==> config.mk <==
export PLATFORM = sky130hd
export DESIGN_NAME = bsseq_top
export DESIGN_NICKNAME = d
export VERILOG_FILES = /design/src/verilog/bsseq_pkg.sv /design/src/verilog/bsseq_osc_if.sv /design/src/verilog/bsseq_osc.sv /design/src/verilog/bsseq_top.sv
export VERILOG_INCLUDE_DIRS = /design/src /design/src/verilog
export SDC_FILE = /design/constraint.sdc
export NUM_CORES = 1
export LEC_CHECK = 0
export BUFFER_PORTS_ARGS = -buffer_cell sky130_fd_sc_hd__buf_2
export CORE_ASPECT_RATIO = 0.5
export CORE_UTILIZATION = 60
export CTS_CLUSTER_SIZE = 28
export DETAILED_ROUTE_END_ITERATION = 16
export PLACE_DENSITY = 0.81
export SETUP_SLACK_MARGIN = 0.4
export SLEW_MARGIN = 20
export SYNTH_ARGS = -nofsm -noshare
export SYNTH_HDL_FRONTEND = slang
export SYNTH_SLANG_ARGS = --single-unit
==> constraint.sdc <==
create_clock -name pclk -period 4.3 [get_ports pclk]
set_input_delay 0.86 -clock pclk [delete_from_list [all_inputs] [get_ports pclk]]
set_output_delay 0.86 -clock pclk [all_outputs]
set_load 0.05 [all_outputs]
==> src/verilog/bsseq_map.svh <==
// Register offsets, field positions, reset values and timing counts
// What this block does
// - Hold shutdown until enable rises, then await POR
// - Start only with supplies valid; power-good after regulation
// - About 170 us calibration latches both mode pins
// - Await PLL lock before any clock output pulses
// - Preload soft-start ramp 50 us, gates off
// - Soft-start switches high side only, low side off
// - Feedback below threshold: fixed 50 kHz, minimum on-time
// - Feedback already high: start at target frequency
// - Soft-start ends 0.5 ms after ramp clamp flag
// - Forced PWM after soft-start: complementary gate drive
// - Zero-current mode turns low side off at zero
// - Soft-start end releases power-good pull-down
// - Enable low clears latched modes and sync-loss status, returns to shutdown
// - High-side rise follows sync edge by about 325 ns
// - Slew gradually onto an appearing external clock
// - Sync lost 6 ms: stop, restart after 50 ms
// - Clock output 270 ns pulse, 180 degrees from high side
`ifndef BSSEQ_MAP_SVH
`define BSSEQ_MAP_SVH
`define BSSEQ_CLK_MHZ 25
`define BSSEQ_T_CAL_US 170
`define BSSEQ_CAL_CYC (`BSSEQ_T_CAL_US * `BSSEQ_CLK_MHZ)
`define BSSEQ_T_PREB_US 50
`define BSSEQ_PREB_CYC (`BSSEQ_T_PREB_US * `BSSEQ_CLK_MHZ)
`define BSSEQ_T_SSEND_US 500
`define BSSEQ_SSEND_CYC (`BSSEQ_T_SSEND_US * `BSSEQ_CLK_MHZ)
`define BSSEQ_T_LOSS_US 6000
`define BSSEQ_LOSS_CYC (`BSSEQ_T_LOSS_US * `BSSEQ_CLK_MHZ)
`define BSSEQ_T_RESTART_US 50000
`define BSSEQ_RESTART_CYC (`BSSEQ_T_RESTART_US * `BSSEQ_CLK_MHZ)
`define BSSEQ_F_MIN_KHZ 50
`define BSSEQ_MINF_CYC ((`BSSEQ_CLK_MHZ * 1000) / `BSSEQ_F_MIN_KHZ)
`define BSSEQ_T_SYNC_NS 325
`define BSSEQ_SYNC_CYC ((`BSSEQ_T_SYNC_NS * `BSSEQ_CLK_MHZ) / 1000)
`define BSSEQ_T_CKOUT_NS 270
`define BSSEQ_CKOUT_CYC ((`BSSEQ_T_CKOUT_NS * `BSSEQ_CLK_MHZ + 999) / 1000)
`define BSSEQ_T_MINON_NS 200
`define BSSEQ_MINON_CYC ((`BSSEQ_T_MINON_NS * `BSSEQ_CLK_MHZ + 999) / 1000)
`define BSSEQ_OFS_PERIOD 8'h00
`define BSSEQ_OFS_STATUS 8'h04
`define BSSEQ_OFS_IRQ_STAT 8'h08
`define BSSEQ_OFS_IRQ_MASK 8'h0c
`define BSSEQ_PERIOD_RST 16'h0053
`define BSSEQ_ST_STATE_LSB 0
`define BSSEQ_ST_FAULT_BIT 4
`define BSSEQ_ST_ZCM_BIT 5
`define BSSEQ_ST_SYNC_BIT 6
`define BSSEQ_ST_LOWF_BIT 7
`define BSSEQ_ST_POWER_GOOD_OUTPUT_BIT 8
`define BSSEQ_IRQ_POWER_GOOD_OUTPUT 0
`define BSSEQ_IRQ_LOSS 1
`define BSSEQ_IRQ_ENOFF 2
`define BSSEQ_IRQ_RESTART 3
`endif

==> src/verilog/bsseq_pkg.sv <==
// Types shared by the start-up sequencer and its oscillator
package bsseq_pkg;
	// Sequencer phases, power-up order
	typedef enum logic [2:0] {
		ST_SHUTDOWN, ST_WAIT_POR, ST_CALIB, ST_WAIT_LOCK,
		ST_PREBIAS, ST_SOFTSTART, ST_RUN, ST_HOLDOFF
	} bsseq_state_t;

	// Whole state of the sequencer
	typedef struct packed {
		bsseq_state_t st;
		logic [20:0] tmr;      // Phase timer
		logic [17:0] loss;     // Cycles since last sync edge
		logic [15:0] ext_per;  // Measured sync period
		logic [15:0] period;   // Software target period
		logic [3:0] on_cnt;    // High-side on-time counter
		logic [3:0] irq_stat;
		logic [3:0] irq_mask;
		logic sync_prev, sync_act, clamp_seen, lowf, load;
		logic fault_mode, zcm, hs, ls, ckout, pg_oe, preload, ssr, irq;
		logic pready, pslverr;
		logic [31:0] prdata;
	} bsseq_top_t;

	// Whole state of the oscillator
	typedef struct packed {
		logic [15:0] cnt;
		logic [15:0] per;
		logic [3:0] ckw;
		logic cyc;
	} bsseq_osc_t;
endpackage

==> src/verilog/bsseq_osc_if.sv <==
// Link between the sequencer and its switching oscillator
`timescale 1ns/1ps
`default_nettype none
interface bsseq_osc_if;
	logic run;            // Oscillator may count
	logic load;           // Take target period at once
	logic sync_act;       // External clock present
	logic sync_edge;      // Rising edge of external clock
	logic [15:0] target;  // Period to slew toward
	logic cyc;            // Start of switching cycle
	logic ck;             // Clock output level
	modport ctl (output run, load, sync_act, sync_edge, target,
		input cyc, ck);
	modport osc (input run, load, sync_act, sync_edge, target,
		output cyc, ck);
endinterface
`default_nettype wire

==> src/verilog/bsseq_osc.sv <==
// Switching oscillator with slew, sync phase snap and clock output
`timescale 1ns/1ps
`default_nettype none
`include "bsseq_map.svh"
module bsseq_osc #(
	parameter logic [15:0] SYNC_CYC = 16'(`BSSEQ_SYNC_CYC),
	parameter logic [3:0] CKOUT_CYC = 4'(`BSSEQ_CKOUT_CYC)
) (
	// Clock and reset
	input wire logic pclk,
	input wire logic presetn,
	// Sequencer side
	bsseq_osc_if.osc o
);
	import bsseq_pkg::*;

	bsseq_osc_t q, n;

	// Next state: count, slew, snap phase, shape the clock output
	always_comb begin
		n = q;
		n.cyc = 1'b0;
		if (!o.run) begin
			// Stopped: nothing pulses before lock
			n.cnt = '0;
			n.ckw = '0;
		end else if (o.load) begin
			n.per = o.target;
			n.cnt = '0;
		end else begin
			if (q.cnt >= q.per - 16'h0001) begin
				n.cnt = '0;
				n.cyc = 1'b1;
				// One cycle of period change per switching cycle
				if (q.per < o.target) n.per = q.per + 16'h0001;
				else if (q.per > o.target) n.per = q.per - 16'h0001;
			end else begin
				n.cnt = q.cnt + 16'h0001;
			end
			// Once on frequency, each sync edge sets the next start
			if (o.sync_act && o.sync_edge && q.per == o.target &&
				q.per > SYNC_CYC) begin
				n.cnt = q.per - SYNC_CYC;
			end
			// Pulse starts half a period after the cycle start
			if (q.cnt == (q.per >> 1)) begin
				n.ckw = CKOUT_CYC;
			end else if (q.ckw != 4'h0) begin
				n.ckw = q.ckw - 4'h1;
			end
		end
	end

	// State register
	always_ff @(posedge pclk or negedge presetn) begin
		if (!presetn) begin
			q <= '{cnt: 16'h0000, per: `BSSEQ_PERIOD_RST, ckw: 4'h0,
				cyc: 1'b0};
		end else begin
			q <= n;
		end
	end

	assign o.cyc = q.cyc;
	assign o.ck = (q.ckw != 4'h0);
endmodule // bsseq_osc
`default_nettype wire

==> src/verilog/bsseq_top.sv <==
// Buck start-up sequencer with sync clock handling and APB registers
//
// The address map and register access over APB were decided locally.
`timescale 1ns/1ps
`default_nettype none
`include "bsseq_map.svh"
module bsseq_top #(
	parameter int unsigned CAL_CYC = `BSSEQ_CAL_CYC,
	parameter int unsigned SSEND_CYC = `BSSEQ_SSEND_CYC,
	parameter int unsigned LOSS_CYC = `BSSEQ_LOSS_CYC,
	parameter int unsigned RESTART_CYC = `BSSEQ_RESTART_CYC
) (
	// Clock and reset
	input wire logic pclk,
	input wire logic presetn,
	// APB slave
	input wire logic psel,
	input wire logic penable,
	input wire logic pwrite,
	input wire logic [7:0] paddr,
	input wire logic [31:0] pwdata,
	output logic [31:0] prdata,
	output logic pready,
	output logic pslverr,
	// Comparator flags
	input wire logic en_rise_ok,
	input wire logic en_fall_low,
	input wire logic drv_supply_por_ok,
	input wire logic vin_ok,
	input wire logic vcc_ok,
	input wire logic pll_locked,
	input wire logic fb_below_low,
	input wire logic ss_clamp_reached,
	input wire logic comp_above_offset,
	input wire logic pwm_trip,
	input wire logic inductor_zero,
	// Mode pins and external clock
	input wire logic fault_response_select,
	input wire logic light_load_choice,
	input wire logic freq_set_sync_input,
	// Power stage and status pins
	output logic high_side_gate,
	output logic low_side_gate,
	output logic switching_clock_output,
	output logic power_good_out,
	output logic power_good_oe,
	output logic softstart_preload,
	output logic softstart_run,
	output logic irq
);
	import bsseq_pkg::*;

	// How the sequencer hangs together
	//
	// Phases follow one another in power-up order:
	//   shutdown, wait for supplies, calibrate, wait for lock,
	//   preload, soft-start, run, and a hold-off after sync loss.
	// Every phase change happens on a clock edge and is decided in
	// one combinational block, so the whole block sees one state.
	//
	// Timing
	//   Phase intervals are counted in pclk cycles by one shared phase
	//   timer; the sync gap and the on-time have their own counters.
	//   The timer is cleared on each entry to a timed phase except a hold-off entered from preload or from soft-start after the clamp flag.
	//   Long intervals are parameters so that a bench can shorten
	//   them. Only the preload length is fixed here.
	//
	// Calibration
	//   The two mode pins are sampled on every cycle of the phase and
	//   the last value is kept. A pin that settles late during the
	//   phase is therefore still taken correctly.
	//
	// Oscillator
	//   The oscillator runs only from lock onward, so no clock output
	//   pulse can appear before the lock flag has been seen.
	//   Its target period is picked here:
	//     minimum frequency while feedback is still low,
	//     the measured sync period while an external clock is present,
	//     the software period otherwise.
	//   Period changes, except the loads at preload and soft-start entry, are
	//   slewed one cycle per switching cycle, which keeps the loop from seeing a step when sync appears.
	//
	// Gate drive
	//   Gates switch only in soft-start and run, and only while the
	//   error output is above the ramp offset.
	//   The high side starts on each oscillator cycle start and ends
	//   either after the minimum on-time in the low-frequency phase or
	//   on the current trip otherwise.
	//   The low side is kept off through all of soft-start. In run it
	//   fills the gap from high-side end to the next cycle start, and
	//   in zero-current mode it also drops on the zero indication.
	//   There is no extra dead-time here; the external driver adds it.
	//
	// Sync loss
	//   A sync edge that does not come within the loss interval drops
	//   the sync presence. If the stage was switching, it stops and
	//   the sequencer waits out the hold-off before a full restart.
	//
	// Enable low
	//   Enable low wins over every phase. It forgets the latched modes
	//   and the sync-loss status, then flags the drop itself.
	//
	// Registers
	//   The bus answers one cycle after setup with no wait states.
	//   Read data is latched at setup and stands until the next one.
	//   An unmapped offset answers with an error and reads zero.
	//
	// Limitation
	//   Comparator flags are taken as already synchronous to pclk.
	//   A flag that toggles faster than a cycle is simply missed.

	localparam logic [20:0] PREB_CYC = 21'(`BSSEQ_PREB_CYC);
	localparam logic [15:0] MINF_CYC = 16'(`BSSEQ_MINF_CYC);
	localparam logic [3:0] MINON_CYC = 4'(`BSSEQ_MINON_CYC);

	bsseq_top_t q, n;
	bsseq_osc_if oif ();
	logic sync_edge;     // Rising edge on the sync pin
	logic acc;           // APB access completes this edge
	logic drive;         // Gates may switch
	logic [3:0] ev;      // Interrupt events this cycle
	logic [3:0] clr;     // Write-one-to-clear mask

	// Oscillator: runs from lock onward
	bsseq_osc u_osc (
		.pclk(pclk),
		.presetn(presetn),
		.o(oif.osc)
	);

	// Drive the oscillator from registered state only
	always_comb begin
		oif.run = (q.st == ST_PREBIAS) || (q.st == ST_SOFTSTART) ||
			(q.st == ST_RUN);
		oif.load = q.load;
		oif.sync_act = q.sync_act;
		oif.sync_edge = q.sync_prev && !q.loss[0] && (q.loss == '0);
		// Low-frequency start wins over every other target
		if (q.lowf) oif.target = MINF_CYC;
		else if (q.sync_act) oif.target = q.ext_per;
		else oif.target = q.period;
	end

	// Next state of the whole sequencer
	always_comb begin
		n = q;
		ev = 4'h0;
		clr = 4'h0;
		n.load = 1'b0;
		n.preload = 1'b0;
		sync_edge = freq_set_sync_input && !q.sync_prev;
		n.sync_prev = freq_set_sync_input;

		// APB: answer in the cycle after setup, no wait states
		acc = psel && penable && q.pready;
		n.pready = psel && !penable && !q.pready;
		if (psel && !penable) begin
			n.prdata = 32'h0000_0000;
			n.pslverr = 1'b0;
			unique case (paddr)
				`BSSEQ_OFS_PERIOD: n.prdata[15:0] = q.period;
				`BSSEQ_OFS_STATUS: begin
					n.prdata[`BSSEQ_ST_STATE_LSB +: 3] = q.st;
					n.prdata[`BSSEQ_ST_FAULT_BIT] = q.fault_mode;
					n.prdata[`BSSEQ_ST_ZCM_BIT] = q.zcm;
					n.prdata[`BSSEQ_ST_SYNC_BIT] = q.sync_act;
					n.prdata[`BSSEQ_ST_LOWF_BIT] = q.lowf;
					n.prdata[`BSSEQ_ST_POWER_GOOD_OUTPUT_BIT] = !q.pg_oe;
				end
				`BSSEQ_OFS_IRQ_STAT: n.prdata[3:0] = q.irq_stat;
				`BSSEQ_OFS_IRQ_MASK: n.prdata[3:0] = q.irq_mask;
				// Unmapped: error answer, reads zero
				default: n.pslverr = 1'b1;
			endcase
		end
		if (acc && pwrite) begin
			unique case (paddr)
				`BSSEQ_OFS_PERIOD: n.period = pwdata[15:0];
				`BSSEQ_OFS_IRQ_STAT: clr = pwdata[3:0];
				`BSSEQ_OFS_IRQ_MASK: n.irq_mask = pwdata[3:0];
				default: ;
			endcase
		end

		// Sync watch: measure period, drop presence after a long gap
		if (sync_edge) begin
			// Counter width holds the slowest legal sync period
			n.ext_per = 16'(q.loss + 18'h00001);
			n.loss = '0;
			n.sync_act = (q.loss < 18'(LOSS_CYC)) && q.sync_prev == 1'b0
				&& q.ext_per != 16'h0000;
		end else if (q.loss != 18'(LOSS_CYC)) begin
			n.loss = q.loss + 18'h00001;
		end else if (q.sync_act) begin
			// Gap reached: external clock is gone
			n.sync_act = 1'b0;
			if (q.st == ST_PREBIAS || q.st == ST_SOFTSTART ||
				q.st == ST_RUN) begin
				ev[`BSSEQ_IRQ_LOSS] = 1'b1;
				n.st = ST_HOLDOFF;
				n.tmr = '0;
			end
		end

		// Phase sequence
		unique case (q.st)
			ST_SHUTDOWN: begin
				// Nothing runs until enable crosses its rising level
				if (en_rise_ok) n.st = ST_WAIT_POR;
			end
			ST_WAIT_POR: begin
				// Driver supply, input and bias supplies all good
				if (drv_supply_por_ok && vin_ok && vcc_ok) begin
					n.st = ST_CALIB;
					n.tmr = '0;
				end
			end
			ST_CALIB: begin
				// Mode pins are sampled over the whole phase
				n.fault_mode = fault_response_select;
				n.zcm = light_load_choice;
				n.tmr = q.tmr + 21'h000001;
				if (q.tmr == 21'(CAL_CYC - 1)) begin
					n.st = ST_WAIT_LOCK;
				end
			end
			ST_WAIT_LOCK: begin
				if (pll_locked) begin
					n.st = ST_PREBIAS;
					n.tmr = '0;
					n.load = 1'b1;
				end
			end
			ST_PREBIAS: begin
				// Ramp follows feedback; gates stay off
				n.tmr = q.tmr + 21'h000001;
				if (q.tmr == PREB_CYC - 21'h000001) begin
					n.st = ST_SOFTSTART;
					n.tmr = '0;
					n.clamp_seen = 1'b0;
					n.lowf = fb_below_low;
					n.load = 1'b1;
				end
			end
			ST_SOFTSTART: begin
				// Leave minimum frequency once feedback is up
				if (!fb_below_low) n.lowf = 1'b0;
				if (ss_clamp_reached) n.clamp_seen = 1'b1;
				if (q.clamp_seen) begin
					n.tmr = q.tmr + 21'h000001;
					if (q.tmr == 21'(SSEND_CYC - 1)) begin
						n.st = ST_RUN;
						ev[`BSSEQ_IRQ_POWER_GOOD_OUTPUT] = 1'b1;
					end
				end
			end
			ST_RUN: ;
			ST_HOLDOFF: begin
				// Quiet interval before a fresh start-up
				n.tmr = q.tmr + 21'h000001;
				if (q.tmr == 21'(RESTART_CYC - 1)) begin
					n.st = ST_WAIT_POR;
					ev[`BSSEQ_IRQ_RESTART] = 1'b1;
				end
			end
		endcase

		// Enable low overrides every phase and forgets latched modes
		if (en_fall_low && q.st != ST_SHUTDOWN) begin
			n.st = ST_SHUTDOWN;
			n.tmr = '0;
			n.fault_mode = 1'b0;
			n.zcm = 1'b0;
			n.lowf = 1'b0;
			n.clamp_seen = 1'b0;
			ev[`BSSEQ_IRQ_ENOFF] = 1'b1;
			clr[`BSSEQ_IRQ_LOSS] = 1'b1;
		end

		// Sticky status: a new event beats a clear in the same cycle
		n.irq_stat = (q.irq_stat & ~clr) | ev;
		n.irq = |(n.irq_stat & n.irq_mask);

		// Gate drive: only in soft-start and run, only past offset
		drive = (n.st == ST_SOFTSTART || n.st == ST_RUN) &&
			comp_above_offset;
		n.ssr = (n.st == ST_SOFTSTART || n.st == ST_RUN);
		// Preload follows the phase itself, so it never overlaps
		// the first high-side pulse of soft-start
		n.preload = (n.st == ST_PREBIAS);
		if (!drive) begin
			n.hs = 1'b0;
			n.on_cnt = '0;
		end else if (oif.cyc) begin
			n.hs = 1'b1;
			n.on_cnt = '0;
		end else if (q.hs) begin
			n.on_cnt = q.on_cnt + 4'h1;
			// Low-frequency phase uses the minimum on-time only
			if (q.lowf) begin
				if (q.on_cnt == MINON_CYC - 4'h1) n.hs = 1'b0;
			end else if (pwm_trip) begin
				n.hs = 1'b0;
			end
		end
		// Low side only after soft-start, never with the high side
		if (n.st != ST_RUN || !drive || oif.cyc) begin
			n.ls = 1'b0;
		end else if (q.zcm && inductor_zero) begin
			n.ls = 1'b0;
		end else if (q.hs && !n.hs) begin
			n.ls = 1'b1;
		end
		n.ckout = oif.ck;
		n.pg_oe = (n.st != ST_RUN);
	end

	// State register
	always_ff @(posedge pclk or negedge presetn) begin
		if (!presetn) begin
			q <= '0;
			q.st <= ST_SHUTDOWN;
			q.period <= `BSSEQ_PERIOD_RST;
			q.pg_oe <= 1'b1;
		end else begin
			q <= n;
		end
	end

	// Ports come straight from the state register; power_good_out is tied low
	assign prdata = q.prdata;
	assign pready = q.pready;
	assign pslverr = q.pslverr;
	assign high_side_gate = q.hs;
	assign low_side_gate = q.ls;
	assign switching_clock_output = q.ckout;
	assign power_good_out = 1'b0;
	assign power_good_oe = q.pg_oe;
	assign softstart_preload = q.preload;
	assign softstart_run = q.ssr;
	assign irq = q.irq;
endmodule // bsseq_top
`default_nettype wire

==> flow_metrics.tcl <==
set metrics [dict create \
    hold_buffers 0 \
    dpl.hpwl_mm 18.1 \
    antenna_left 0 \
    reg2reg_depth 14 \
    drt-total-wl_mm 25.8 \
    maxSlewViolCount 0 \
    netSwitchingPower_w 0.00235 \
    place_ws_ns 0.263 \
    violations "DRC" \
    wl_per_cell_um 18.3 \
    yosysTopAreaCell "dfrtp_1" \
    crit_fanout 7 \
    drive_above_1_share 0.192 \
    clkPwrFrac 0.264 \
    route.detailed.drc 2 \
    setup_viol 0 \
    tns_ns 0 \
    period_minus_slack_ns 3.83 \
    final_cell_mix "dfrtp_1 (144), nand2_1 (130), nor2_1 (114)" \
    status "finished with violations" \
    yosys_warnings 0 \
    syn-cell-area_um2 10100 \
    synth_edf_count 0 \
    avgSynthCellArea_um2 9.01 \
    path_class "reg2reg" \
    swShare 0.420 \
    die_w_um 186 \
    grt.overflow.total 0 \
    stdcell_area_um2 11200 \
    hp-start "pready" \
    nets 1270 \
    ys_seq_elements 155 \
    slew_headroom 0.300 \
    fin_crit_sh 0.891 \
    p_int_w 0.00326 \
    core.rowCount 33 \
    clock_skew_ns 0.0173 \
    ir_drop_mv 0.293 \
    synth_top_area_frac 0.361 \
    worstPathRequired_ns 4.63 \
    p_leak_nw 5.00 \
    worst_pin_slew_ns 1.05 \
    drt-initial-drc-count 550 \
    clockBufferDepth 2 \
    tritoncts "built" \
    grt_usage 0.306 \
    clockRootBuffer "clkbuf_16" \
    startpoint_type "register" \
    r2r-end "u_osc.q[16]" \
    num_vias 8723 \
    grt_start_max_net_pins 107 \
    die_y_um 93.8 \
    syn_to_final_growth_pct 11.1 \
    hold_violations 0 \
    gp_congestion 0.924 \
    htreeDepth 4 \
    coreArea_um2 16400 \
    die_area_um2 17400 \
    synthArstFlopShare 1.00 \
    hold-path-cell-count 1 \
    maxCapViolCount 0 \
    grt_pass1_wl_mm 41.4 \
    io_pins 101 \
    synthCells 1122 \
    endpoint_kind "register" \
    synth-main-ff-cell "dfrtp_1" \
    r2r_slack_ns 0.47 \
    hold_end "pready" \
    clock_latency_ns 0.44 \
    worst_slack_ns 0.468 \
    dr.pass1.iters 11 \
    p_comb_frac 0.412 \
    portBuffers 67 \
    grt_pass1_vias 8253 \
    initial_core_util 0.615 \
    hp-class "reg2reg" \
    rsz0062_at_grt "false" \
    power.share.sequential 0.324 \
    layout_commonest_cell "dfrtp_1" \
    synth_area_leaders "dfrtp_1 (36%), ha_1 (5.7%), nand2_1 (4.9%)" \
    p_total_w 0.00561 \
    powerDensity_nw_per_um2 500 \
    antenna_found_initial 1 \
    fin_hold_ws_ns 0.462 \
    r2r_start "u_osc.q[11]" \
    ys_seq_area_frac 0.385 \
    max_freq_mhz 261 \
    arrival_ns 4.16 \
    n_antenna_cell 0 \
    placed_area_um2 10400 \
    viasPerCell 6.21 \
    tritoncts.num_buffers 17 \
    yosysUniqueCellTypes 79 \
    clock_sinks 155 \
    path_clk_slew_ns 0.08 \
]
registers in the layout, indices dropped and copies added (netlist names):
signal	flops
u_osc.o.cyc	1
q	91
oif.sync_act	1
low_side_gate	1
power_good_oe	1
high_side_gate	1
pready	1
oif.load	1
u_osc.q	36
switching_clock_output	1
softstart_run	1
prdata	16
softstart_preload	1
pslverr	1
irq	1
per-stage QoR:
stage,instances,util
floorplan,1138,-
global placement,1361,0.635
detailed placement,1361,0.635
CTS,1393,0.671
global route,1405,0.683
finish,1405,0.683
worst max-delay path: stages, from the launching register on:
cell and delay [ns]:
dfstp_4 0.50, or4_4 0.57, nor4_4 0.26, and3b_2 0.30, nand2_2 0.09, xor2_1 0.17
ha_1 0.32, and4_4 0.24, nand3_2 0.06, a211o_1 0.32, a21oi_2 0.20, buf_6 0.16
nor2b_4 0.15, mux2i_1 0.08, a221oi_1 0.29
power by group through the flow:
stage / sequential (W) / clock [W] / combinational [W]
after floorplan: 0.00172 / 0 / 0.00172
after global placement: 0.00183 / 0 / 0.00199
after detailed placement: 0.00184 / 0 / 0.00206
after CTS: 0.00182 / 0.00149 / 0.00210
after global routing: 0.00184 / 0.00155 / 0.00253
final: 0.00182 / 0.00148 / 0.00231
synth_stat cells (all sizes together), types with 2 or more instances:
cell type and n:
dfrtp 146, nand2 133, nor2 115, o21ai 64
buf 51, a21oi 49, ha 46, clkbuf 42
xnor2 42, xor2 37, nand3 36, nor3 29
mux2i 28, nand4 28, inv 27, mux2 24
and3 17, nor4 17, nor2b 16, a211oi 13
a22oi 13, or2 12, a221oi 11, a311oi 11
and4 10, a21o 9, a22o 9, and2 9
dfstp 9, nand2b 8, nor3b 7, o211ai 7
or4 6, or3 5, o31ai 4, mux4 3
nor4b 3, o21a 3, a21boi 2, a221o 2
a31oi 2, o211a 2, o2bb2ai 2, o41ai 2
how the worst max path moves through the flow:
stage	start	endpoint	slack [ns]	depth (start not counted)
final	u_osc.q[11]	u_osc.q[16]	0.47	14
after global routing	u_osc.q[11]	u_osc.q[15]	0.34	14
after CTS	u_osc.q[10]	u_osc.q[36]	0.34	12
after detailed placement	u_osc.q[5]	u_osc.q[27]	0.26	13
after global placement	u_osc.q[9]	u_osc.q[36]	0.39	12
after floorplan	u_osc.q[8]	u_osc.q[10]	0.46	17
layout make-up:
| cell class | instances | area, µm² |
|---|---|---|
| Tap cell | 227 | 284 |
| Sequential cell | 155 | 3900 |
| Inverter | 27 | 101 |
| Clock inverter | 15 | 156 |
| Clock buffer | 17 | 425 |
| Multi-Input combinational cell | 864 | 5770 |
| Timing Repair Buffer | 100 | 601 |
| Fill cell | 1278 | 5200 |
cell families (layout without fill, tap and decap cells):
logic type / after synthesis / count (layout) / share of synthesized area
other: 1 / 17 / 0.000371
xor gates and xnor gates: 79 / 79 / 0.0684
muxes: 55 / 55 / 0.0611
and+or+nand+nor: 455 / 456 / 0.225
buffers and inverters: 120 / 159 / 0.0627
adders and majority gates: 46 / 46 / 0.0569
DFF: 155 / 155 / 0.385
AOI/OAI and AO/OA: 211 / 211 / 0.140
per-layer routing:
metal	track usage	wire [µm]
met3	0.0605	1600
met1	0.400	11200
met4	0.121	688
met2	0.503	12300
met5	0	11
repair_timing:
action                     CTS  global route
buffers inserted             0            10
resized for setup            2            30
pin swaps                    0            14
setup endpoints to repair   15            32
cloned                       0             2
Note: power is estimated with default switching activity, not from simulation.
